File: src/shared/shbd_pkg.sv
// Constants and types for the shared bus phase decoder
package shbd_pkg;
  localparam int BUS_W = 16;
  localparam int ADDR_W = 11;
  localparam int BE_W = 4;
  localparam int NARROW_W = 8;
  // Field positions on the shared lines during an address phase
  localparam int BE_LSB = 12;
  localparam int BE_MSB = 15;
  localparam int SKIP_BIT = 11;
  localparam int WIDE_A_MSB = 10;
  localparam int WIDE_A_LSB = 2;
  localparam int HIGH_A_MSB = 2;
  localparam int HIGH_A_LSB = 0;
  localparam int ADDR_HIGH_LSB = 8;
  // Reset values
  localparam logic [BUS_W-1:0] BUS_RST = 16'h0000;
  localparam logic [ADDR_W-1:0] ADDR_RST = 11'h000;
  localparam logic [BE_W-1:0] BE_RST = 4'h0;
  localparam logic [1:0] SYNC_RST = 2'h0;
  // Single byte enable for narrow mode
  localparam logic [BE_W-1:0] BE_ONE = 4'h1;
  // Reference clock
  localparam int CLK_MHZ = 50;
  localparam int SYNC_STAGES = 2;

  // Narrow-mode address sequence
  typedef enum logic [1:0] {
    SEQ_FIRST = 2'b01,
    SEQ_SECOND = 2'b10
  } shbd_seq_t;
endpackage : shbd_pkg

File: src/shared/shbd_phase_if.sv
// Carrier between phase decoder and address assembler
`timescale 1ns/1ps
interface shbd_phase_if;
  logic cmd_phase;
  logic wide_mode;
  logic [shbd_pkg::BUS_W-1:0] line;
  logic addr_done;
  logic [shbd_pkg::ADDR_W-1:0] address;
  logic [shbd_pkg::BE_W-1:0] byte_en;

  modport decoder (
    output cmd_phase,
    output wide_mode,
    output line,
    input addr_done,
    input address,
    input byte_en
  );
  modport assembler (
    input cmd_phase,
    input wide_mode,
    input line,
    output addr_done,
    output address,
    output byte_en
  );
endinterface : shbd_phase_if

File: src/design/shbd_addr_assemble.sv
// Address and byte-enable assembly for command phases
`timescale 1ns/1ps
module shbd_addr_assemble (
  input wire logic clk,
  input wire logic rst,
  input wire logic ce,
  shbd_phase_if.assembler ph
);
  shbd_pkg::shbd_seq_t seq_reg;
  logic [shbd_pkg::ADDR_W-1:0] addr_reg;
  logic [shbd_pkg::BE_W-1:0] be_reg;
  logic done_reg;

  // One byte lane selected by the low address bits
  function automatic logic [shbd_pkg::BE_W-1:0] lane_of(input logic [1:0] a);
    lane_of = shbd_pkg::BE_ONE << a;
  endfunction : lane_of

  // Narrow mode needs two command writes; wide mode takes one
  always_ff @(posedge clk) begin
    if (rst) begin
      seq_reg <= shbd_pkg::SEQ_FIRST;
    end else if (ce && ph.cmd_phase && !ph.wide_mode) begin
      case (seq_reg)
        shbd_pkg::SEQ_FIRST: seq_reg <= shbd_pkg::SEQ_SECOND;
        shbd_pkg::SEQ_SECOND: seq_reg <= shbd_pkg::SEQ_FIRST;
        default: seq_reg <= shbd_pkg::SEQ_FIRST;
      endcase
    end
  end

  // Address and enables; line 11 and lines 1..0 never sampled in wide mode
  always_ff @(posedge clk) begin
    if (rst) begin
      addr_reg <= shbd_pkg::ADDR_RST;
      be_reg <= shbd_pkg::BE_RST;
    end else if (ce && ph.cmd_phase) begin
      if (ph.wide_mode) begin
        addr_reg <= {ph.line[shbd_pkg::WIDE_A_MSB:shbd_pkg::WIDE_A_LSB], 2'b00};
        be_reg <= ph.line[shbd_pkg::BE_MSB:shbd_pkg::BE_LSB];
      end else if (seq_reg == shbd_pkg::SEQ_FIRST) begin
        addr_reg[shbd_pkg::NARROW_W-1:0] <= ph.line[shbd_pkg::NARROW_W-1:0];
        be_reg <= lane_of(ph.line[1:0]);
      end else begin
        // Lines 7..3 are don't care on the second write
        addr_reg[shbd_pkg::ADDR_W-1:shbd_pkg::ADDR_HIGH_LSB] <=
          ph.line[shbd_pkg::HIGH_A_MSB:shbd_pkg::HIGH_A_LSB];
      end
    end
  end

  // Completion pulse once a full address is held
  always_ff @(posedge clk) begin
    if (rst) begin
      done_reg <= 1'b0;
    end else if (ce) begin
      done_reg <= ph.cmd_phase && (ph.wide_mode || seq_reg == shbd_pkg::SEQ_SECOND);
    end
  end

  assign ph.addr_done = done_reg;
  assign ph.address = addr_reg;
  assign ph.byte_en = be_reg;
endmodule : shbd_addr_assemble

File: src/design/shbd_top.sv
// Shared bus phase decoder with power-down handling
//
// Operation
// - Command input low means each shared line carries the same-index data bit.
// - Wide mode command phase: lines 15..12 are byte enables, fourth down to first.
// - Line 11 is ignored during command phases, data only otherwise.
// - Wide mode command phase: lines 10..2 carry address bits 10..2.
// - Narrow mode address needs two command writes; first gives bits 7..0.
// - Second narrow command write: lines 2..0 give address bits 10..8.
// - Wide mode command phase ignores lines 1 and 0, address word aligned.
// - Power-down input is active low; high or floating means normal run.
// - During power-down all pins float and all state returns to default; only the shared bus lines float here, the rest show reset values, powered_down high.
// - Leaving power-down equals leaving a hardware reset.
`timescale 1ns/1ps
module shbd_top (
  clk,
  rst,
  ce,
  chip_powerdown_n,
  wide_strap,
  phase_valid,
  cmd_type,
  shared_bus_line_in,
  shared_bus_line_out,
  shared_bus_line_oe,
  read_drive,
  read_data,
  data_valid,
  data_word,
  addr_valid,
  address,
  byte_lane_enable_first,
  byte_lane_enable_second,
  byte_lane_enable_third,
  byte_lane_enable_fourth,
  wide_mode,
  powered_down
);
  input wire logic clk;
  input wire logic rst;
  input wire logic ce;
  input wire logic chip_powerdown_n;
  input wire logic wide_strap;
  input wire logic phase_valid;
  input wire logic cmd_type;
  input wire logic [shbd_pkg::BUS_W-1:0] shared_bus_line_in;
  output logic [shbd_pkg::BUS_W-1:0] shared_bus_line_out;
  output logic [shbd_pkg::BUS_W-1:0] shared_bus_line_oe;
  input wire logic read_drive;
  input wire logic [shbd_pkg::BUS_W-1:0] read_data;
  output logic data_valid;
  output logic [shbd_pkg::BUS_W-1:0] data_word;
  output logic addr_valid;
  output logic [shbd_pkg::ADDR_W-1:0] address;
  output logic byte_lane_enable_first;
  output logic byte_lane_enable_second;
  output logic byte_lane_enable_third;
  output logic byte_lane_enable_fourth;
  output logic wide_mode;
  output logic powered_down;

  shbd_phase_if ph ();

  logic [shbd_pkg::SYNC_STAGES-1:0] pd_sync_reg;
  logic [shbd_pkg::SYNC_STAGES-1:0] strap_sync_reg;
  logic [shbd_pkg::SYNC_STAGES-1:0] strap_age_reg;
  logic pd_active;
  logic core_rst;
  logic wide_reg;
  logic width_taken_reg;
  logic data_valid_reg;
  logic [shbd_pkg::BUS_W-1:0] data_word_reg;
  logic [shbd_pkg::BUS_W-1:0] out_reg;
  logic [shbd_pkg::BUS_W-1:0] oe_reg;

  // Lanes that take part in transfers for the current width
  function automatic logic [shbd_pkg::BUS_W-1:0] lane_mask(input logic wide);
    lane_mask = wide ? 16'hFFFF : 16'h00FF;
  endfunction : lane_mask

  // Power-down pin is asynchronous; synchroniser reset to the run level
  always_ff @(posedge clk) begin
    if (rst) begin
      pd_sync_reg <= ~shbd_pkg::SYNC_RST;
    end else begin
      pd_sync_reg <= {pd_sync_reg[0], chip_powerdown_n};
    end
  end

  // Low level powers down; undriven pin is pulled high at the pad
  assign pd_active = ~pd_sync_reg[1];
  // Power-down acts as a reset, so release lands in the reset state
  assign core_rst = rst | pd_active;

  // Width strap is a pin too
  always_ff @(posedge clk) begin
    if (core_rst) begin
      strap_sync_reg <= shbd_pkg::SYNC_RST;
    end else if (ce) begin
      strap_sync_reg <= {strap_sync_reg[0], wide_strap};
    end
  end

  // Capture waits for the strap to pass both sync flops, else it reads the reset level
  always_ff @(posedge clk) begin
    if (core_rst) begin
      strap_age_reg <= shbd_pkg::SYNC_RST;
    end else if (ce) begin
      strap_age_reg <= {strap_age_reg[0], 1'b1};
    end
  end

  // Width taken once after reset; later strap changes are ignored
  always_ff @(posedge clk) begin
    if (core_rst) begin
      wide_reg <= 1'b0;
      width_taken_reg <= 1'b0;
    end else if (ce && !width_taken_reg && strap_age_reg[1]) begin
      wide_reg <= strap_sync_reg[1];
      width_taken_reg <= 1'b1;
    end
  end

  // Phases before the width is known are dropped
  assign ph.cmd_phase = phase_valid & cmd_type & width_taken_reg;
  assign ph.wide_mode = wide_reg;
  assign ph.line = shared_bus_line_in;

  shbd_addr_assemble shbd_addr_assemble_i (
    .clk(clk),
    .rst(core_rst),
    .ce(ce),
    .ph(ph)
  );

  // Data phase: same-index bits; narrow mode keeps only the low byte
  always_ff @(posedge clk) begin
    if (core_rst) begin
      data_word_reg <= shbd_pkg::BUS_RST;
      data_valid_reg <= 1'b0;
    end else if (ce) begin
      data_valid_reg <= phase_valid & ~cmd_type & width_taken_reg;
      if (phase_valid && !cmd_type && width_taken_reg) begin
        data_word_reg <= shared_bus_line_in & lane_mask(wide_reg);
      end
    end
  end

  // Read drive; upper lanes never driven in narrow mode since host holds them low
  always_ff @(posedge clk) begin
    if (core_rst) begin
      out_reg <= shbd_pkg::BUS_RST;
      oe_reg <= shbd_pkg::BUS_RST;
    end else if (ce) begin
      out_reg <= read_data & lane_mask(wide_reg);
      oe_reg <= (read_drive && width_taken_reg) ? lane_mask(wide_reg) : shbd_pkg::BUS_RST;
    end
  end

  // Enables gated combinationally so pins float the cycle power-down is seen
  assign shared_bus_line_oe = pd_active ? shbd_pkg::BUS_RST : oe_reg;
  assign shared_bus_line_out = out_reg;

  assign data_valid = data_valid_reg;
  assign data_word = data_word_reg;
  assign addr_valid = ph.addr_done;
  assign address = ph.address;
  // Byte enables, wide mode first lane from line 12 up to fourth from line 15; narrow mode decodes lines 1..0
  assign byte_lane_enable_first = ph.byte_en[0];
  assign byte_lane_enable_second = ph.byte_en[1];
  assign byte_lane_enable_third = ph.byte_en[2];
  assign byte_lane_enable_fourth = ph.byte_en[3];
  assign wide_mode = wide_reg;
  assign powered_down = pd_active;
endmodule : shbd_top

File: config.mk
export PLATFORM = sky130hd
export DESIGN_NAME = shbd_top
export DESIGN_NICKNAME = d
export VERILOG_FILES = /design/src/shared/shbd_pkg.sv /design/src/shared/shbd_phase_if.sv /design/src/design/shbd_addr_assemble.sv /design/src/design/shbd_top.sv
export SDC_FILE = /design/constraint.sdc
export NUM_CORES = 1
export LEC_CHECK = 0
export ABC_AREA = 1
export ABC_CLOCK_PERIOD_IN_PS = 3800
export BUFFER_PORTS_ARGS = -buffer_cell sky130_fd_sc_hd__buf_2
export CAP_MARGIN = 20
export CELL_PAD_IN_SITES_DETAIL_PLACEMENT = 0
export CELL_PAD_IN_SITES_GLOBAL_PLACEMENT = 1
export CORE_MARGIN = 1.5
export CORE_UTILIZATION = 30
export DETAILED_ROUTE_END_ITERATION = 12
export MAX_ROUTING_LAYER = met4
export PLACE_DENSITY = 0.84
export SLEW_MARGIN = 5
export SYNTH_ARGS = -nofsm -noshare
export SYNTH_HDL_FRONTEND = slang
export SYNTH_SLANG_ARGS = --single-unit
File: constraint.sdc
create_clock -name clk -period 3.8 [get_ports clk]
set_clock_uncertainty 0.15 [all_clocks]
set_input_delay 0.95 -clock clk [delete_from_list [all_inputs] [get_ports clk]]
set_output_delay 0.95 -clock clk [all_outputs]
set_load 0.05 [all_outputs]
==> impl_metrics.csv, run 1 <==
group,metric,value,unit
yosys,yosysWarnings,0,
drt,vias,2352,
clocking,post_cts_resized,0,
clocking,numCtsBuffers,9,
sta,slew_headroom,0.455,
critical_path,cp_num_cells,2,
finish,diodes,0,
drt,wl_met1,2840,um
yosys,ys_ff_latch,61,
sta,fmax,387,MHz
placement,place.gp.congestion,0.738,
critical_path,crit_path_max_incr_delay,590,ps
yosys,synth_cells,347,
grt,grt_use_total,0.141,
grt,gr-total-overflow,0,
critical_path,critPathLaunchType,"flip-flop",
finish,postLayoutCoreUtil,0.389,
clocking,cts.reportedPaths.clkPinSlew,70,ps
sta,fin_crit,2590,ps
floorplanning,die_w,94.2,um
floorplanning,io_pins,107,
clocking,tritoncts,"done",
clocking,clockBufferDepth,2,
finish,nNetsFinal,475,
finish,drive_above_1_share,0.301,
drt,topRoutingLayerUsed,"met4",
yosys,syn_nets,387,
drt,wl_per_cell,11.0,um
yosys,synth_cell_types,17,
sta,drv_slew,0,
drt,ant_nets,0,
grt,grt_pass1_vias,2155,
finish,synthToLayoutAreaGrowth,26.9,%
clocking,root_buffer,"clkbuf_8",
critical_path,arrival,1490,ps
critical_path,worstSetupPathType,"flip-flop to output pin",
clocking,postCtsHoldBufs,0,
yosys,netlist_area,2490,um2
yosys,seq_area_frac_synth,0.490,
critical_path,cp_max_fo,11,
floorplanning,core_area,8130,um2
sta,fin_setup_tns,0,ps
yosys,avgSynthCellArea,7.18,um2
critical_path,crit_path_end_kind,"output pin",
pwr,p_per_area,423,nW/um2
placement,place_hpwl,4110,um
floorplanning,initial_utilization,0.306,
critical_path,crit_family,"flip-flops",
critical_path,slowest_stage,"dfxtp_1",
status,outcome,"finished clean",
floorplanning,die_y,94.2,um
floorplanning,dieArea,8860,um2
sta,fin_crit_sh,0.680,
finish,final_cell_mix,"buf_2 (106), nand2_1 (100), dfxtp_1 (61)",
drt,wl_met2,2770,um
sta,worstMarginPinSlew,817,ps
pwr,ir_drop,197,uV
grt,grt_max_degree,37,
placement,io_buffers,106,
drt,first_iter_violations,114,
drt,routed_wl,5980,um
clocking,postCtsSetupBuffers,0,
grt,antenna_found_initial,0,
sta,hold_viol_final,0,
clocking,insertion_delay,320,ps
drt,wl_met3,335,um
grt,grt_pass1_wl,9680,um
finish,final_common_cell,"buf_2",
drt,drc,0,
sta,rsz0062_at_grt,"false",
worst_hold_path,worst_hold_path.num_cells,1,
drt,via_per_inst,4.32,
clocking,cts_htree_levels,3,
pwr,p_leak,1.59,nW
sta,finalSetupViolations,0,
critical_path,required,2700,ps
critical_path,path_cells,"buf_4 -> buf_2",
critical_path,rr_worst_depth,5,
flow_run,cap_violations,0,
floorplanning,num_rows,33,
worst_hold_path,hold_path_class,"flip-flop to flip-flop",
drt,dr.pass1.iters,4,
clocking,clock-sinks,61,
critical_path,cp_num_buf_inv,2,
-- synth_stat cells (all sizes together) --
cell      n  area, um2
clkbuf    4       15.0
dfxtp    61       1220
buf      27        180
inv      24       90.1
nand3    18       90.1
nand2   101        382
o21ai    12       60.1
a21oi    36        180
nand3b    5       37.5
nor2     57        224
or2       2       12.5
-- final timing paths --
check,from,end,slack [ps]
setup / recovery,wide_mode,wide_mode,1210
hold / removal,pd_sync_reg[0],pd_sync_reg[1],260
setup reg to reg,wide_mode,shbd_addr_assemble_i.ph.byte_en[3],1860
hold reg to reg,pd_sync_reg[0],pd_sync_reg[1],260
-- routing by layer --
layer  up-vias  GRT usage
met5         -          -
met1      1036      0.175
li1       1245          -
met3         5     0.0364
met4         0     0.0510
met2        66      0.222
-- logic make-up (layout without fill, tap and decap cells) --
family          count (synthesis)  count (layout)  synth area share
buf+inv                        55             147             0.114
flops                          61              61             0.490
compound gates                 48              48            0.0964
simple gates                  183             183             0.299
-- area by class of cell --
class,instances,area [um2]
Inverter,24,90.1
Multi-Input combinational cell,231,986
Clock buffer,9,124
Timing Repair Buffer,108,546
Fill cell,852,4970
Clock inverter,6,65.1
Sequential cell,61,1220
Tap cell,105,131
-- through the flow --
stage	hold slack (ps)	setup slack, ps	instances	area (um2)	power (mW)
final	261	1210	544	3160	1.34
after floorplan	239	1600	347	2490	0.757
after global routing	270	1010	544	3160	1.41
after CTS	264	1200	544	3160	1.36
after detailed placement	251	902	529	2970	0.798
after global placement	244	940	529	2970	0.798
-- power by group --
part / total, mW / internal [mW] / leakage, nW / switching [mW]
Combinational: 0.125 / 0.0388 / 1.01 / 0.0861
Clock: 0.556 / 0.298 / 0.0833 / 0.258
Sequential: 0.658 / 0.651 / 0.494 / 0.00690
Note: power is estimated with default switching activity, not from simulation.
==> run 2, diff against run 1 <==
Settings changed: ABC_CLOCK_PERIOD_IN_PS 3800 to 2230, CORE_UTILIZATION 30 to 29, PLACE_DENSITY 0.84 to 0.85.
Clock period 3.8 ns to 2.23 ns, I/O delays scaled along.
==> run 2 against run 1 <==
Effect of this change:
- combinational power is 78% higher
- global-route usage hardly changed
- first-iteration DRC count is 23% lower
- clock power is 100% higher
- flip-flop and latch count stayed put
- final area is 2.8% higher
- count of clock-buffer cells in the layout is 1 higher
- non-clock buffer count is 7 higher
- register-to-register slack worse by 1300 ps
==> impl_metrics.csv, run 2 (synthesis gave the netlist of run 1 again) <==
group,metric,value,unit
floorplanning,dieArea,9160,um2
grt,grt_max_degree,25,
critical_path,cp_max_fo,8,
drt,routed_wl,6240,um
placement,post_dp_cell_area,3030,um2
drt,vias,2357,
floorplanning,core_area,8260,um2
sta,finalSetupViolations,0,
placement,place.gp.congestion,0.749,
clocking,root_buffer,"clkbuf_8",
drt,wl_per_cell,11.3,um
grt,gr-total-overflow,0,
clocking,postCtsHoldBufs,0,
critical_path,crit_path_end_kind,"output pin",
grt,grt_pass1_wl,9740,um
clocking,post_cts_resized,0,
grt,grt_use_total,0.142,
clocking,cts_htree_levels,3,
clocking,tritoncts,"done",
finish,synthToLayoutAreaGrowth,30.4,%
clocking,numCtsBuffers,9,
finish,diodes,0,
clocking,insertion_delay,330,ps
floorplanning,io_pins,107,
finish,final_common_cell,"buf_2",
critical_path,rr_worst_depth,5,
flow_run,cap_violations,0,
sta,fin_setup_tns,0,ps
floorplanning,initial_utilization,0.302,
placement,io_buffers,106,
critical_path,r2r_end,"shbd_addr_assemble_i.ph.byte_en[1]",
finish,final_cell_mix,"buf_2 (106), nand2_1 (100), dfxtp_1 (61)",
sta,fin_crit_sh,0.859,
pwr,p_per_area,755,nW/um2
placement,place_hpwl,4430,um
floorplanning,num_rows,33,
critical_path,required,1520,ps
critical_path,reg2reg_slack,600,ps
drt,drc,0,
clocking,clock-sinks,61,
worst_hold_path,worst_hold_path.num_cells,2,
grt,antenna_found_initial,0,
sta,drv_slew,0,
sta,worstMarginPinSlew,754,ps
critical_path,critPathLaunchType,"flip-flop",
finish,final_area,3250,um2
critical_path,arrival,1210,ps
clocking,postCtsSetupBuffers,0,
drt,ant_nets,0,
finish,drive_above_1_share,0.313,
drt,via_per_inst,4.27,
grt,grt_pass1_vias,2076,
floorplanning,die_w,95.7,um
worst_hold_path,min-delay-start,"chip_powerdown_n",
sta,hold_slack,252,ps
clocking,clockBufferDepth,2,
drt,dr.pass1.iters,4,
sta,slew_headroom,0.497,
worst_hold_path,hold_end,"pd_sync_reg[0]",
floorplanning,die_y,95.7,um
finish,nNetsFinal,482,
critical_path,r2r_start,"wide_mode",
sta,fmax,522,MHz
pwr,p_leak,1.65,nW
status,outcome,"finished clean",
sta,hold_viol_final,0,
sta,rsz0062_at_grt,"false",
pwr,ir_drop,323,uV
pwr,p_total,2.46,mW
worst_hold_path,hold_path_class,"primary input to flip-flop",
critical_path,worstSetupPathType,"flip-flop to output pin",
sta,fin_crit,1920,ps
clocking,cts.reportedPaths.clkPinSlew,70,ps
placement,dp_cells,536,
finish,instances_no_fill,552,
drt,first_iter_violations,88,
[run 2: cell types whose count changed in the layout (fill, tap and decap cells not counted), sizes merged]
cell / previous run / this run
clkinv: 1 / 3
bufinv: 1 / 2
clkinvlp: 4 / 1
clkbuf: 9 / 10
buf: 108 / 115
[run 2: worst max-delay path by stage]
stage	startpoint	end	slack [ps]
final	pd_sync_reg[1]	shared_bus_line_oe[10]	310
after global routing	pd_sync_reg[1]	shared_bus_line_oe[11]	200
after CTS	pd_sync_reg[1]	shared_bus_line_oe[10]	290
after detailed placement	ce	shbd_addr_assemble_i.ph.byte_en[2]	510
after global placement	ce	data_word[10]	520
after floorplan	pd_sync_reg[1]	shared_bus_line_oe[10]	420
[run 2: where the power goes]
group          internal (mW)  switching [mW]
Sequential              1.11          0.0104
Clock                  0.658           0.455
Combinational         0.0724           0.151
[run 2: critical path: stages, from the launching register on]
cell and delay, ps:
dfxtp_1 360, nand2_1 70, inv_1 140, buf_2 300
[run 2: area by class of cell]
cell class              count  area (um2)
inverters                  24        90.1
clock buffers              10         138
clock inverters             6        86.3
fillers                   899        5010
well taps                 105         131
multi-input cells         231         986
repair buffers            115         598
flip-flops and latches     61        1220
[run 2: metrics by stage]
| step | utilization | setup slack, ps |
|---|---|---|
| 2_1_floorplan | - | 424 |
| 3_3_place_gp | 0.367 | 519 |
| 3_5_place_dp | 0.367 | 514 |
| 4_1_cts | 0.394 | 292 |
| 5_1_grt | 0.394 | 200 |
| 6_report | 0.394 | 315 |
[run 2: metal layers]
metal  wire [um]  share of wire  track usage  vias up
met3         357          0.057       0.0537        3
met1        2950           0.47        0.183     1036
met2        2880           0.46        0.210       57
met5           0              0            -        -
met4          40         0.0064       0.0331        0
li1            -              -            -     1261
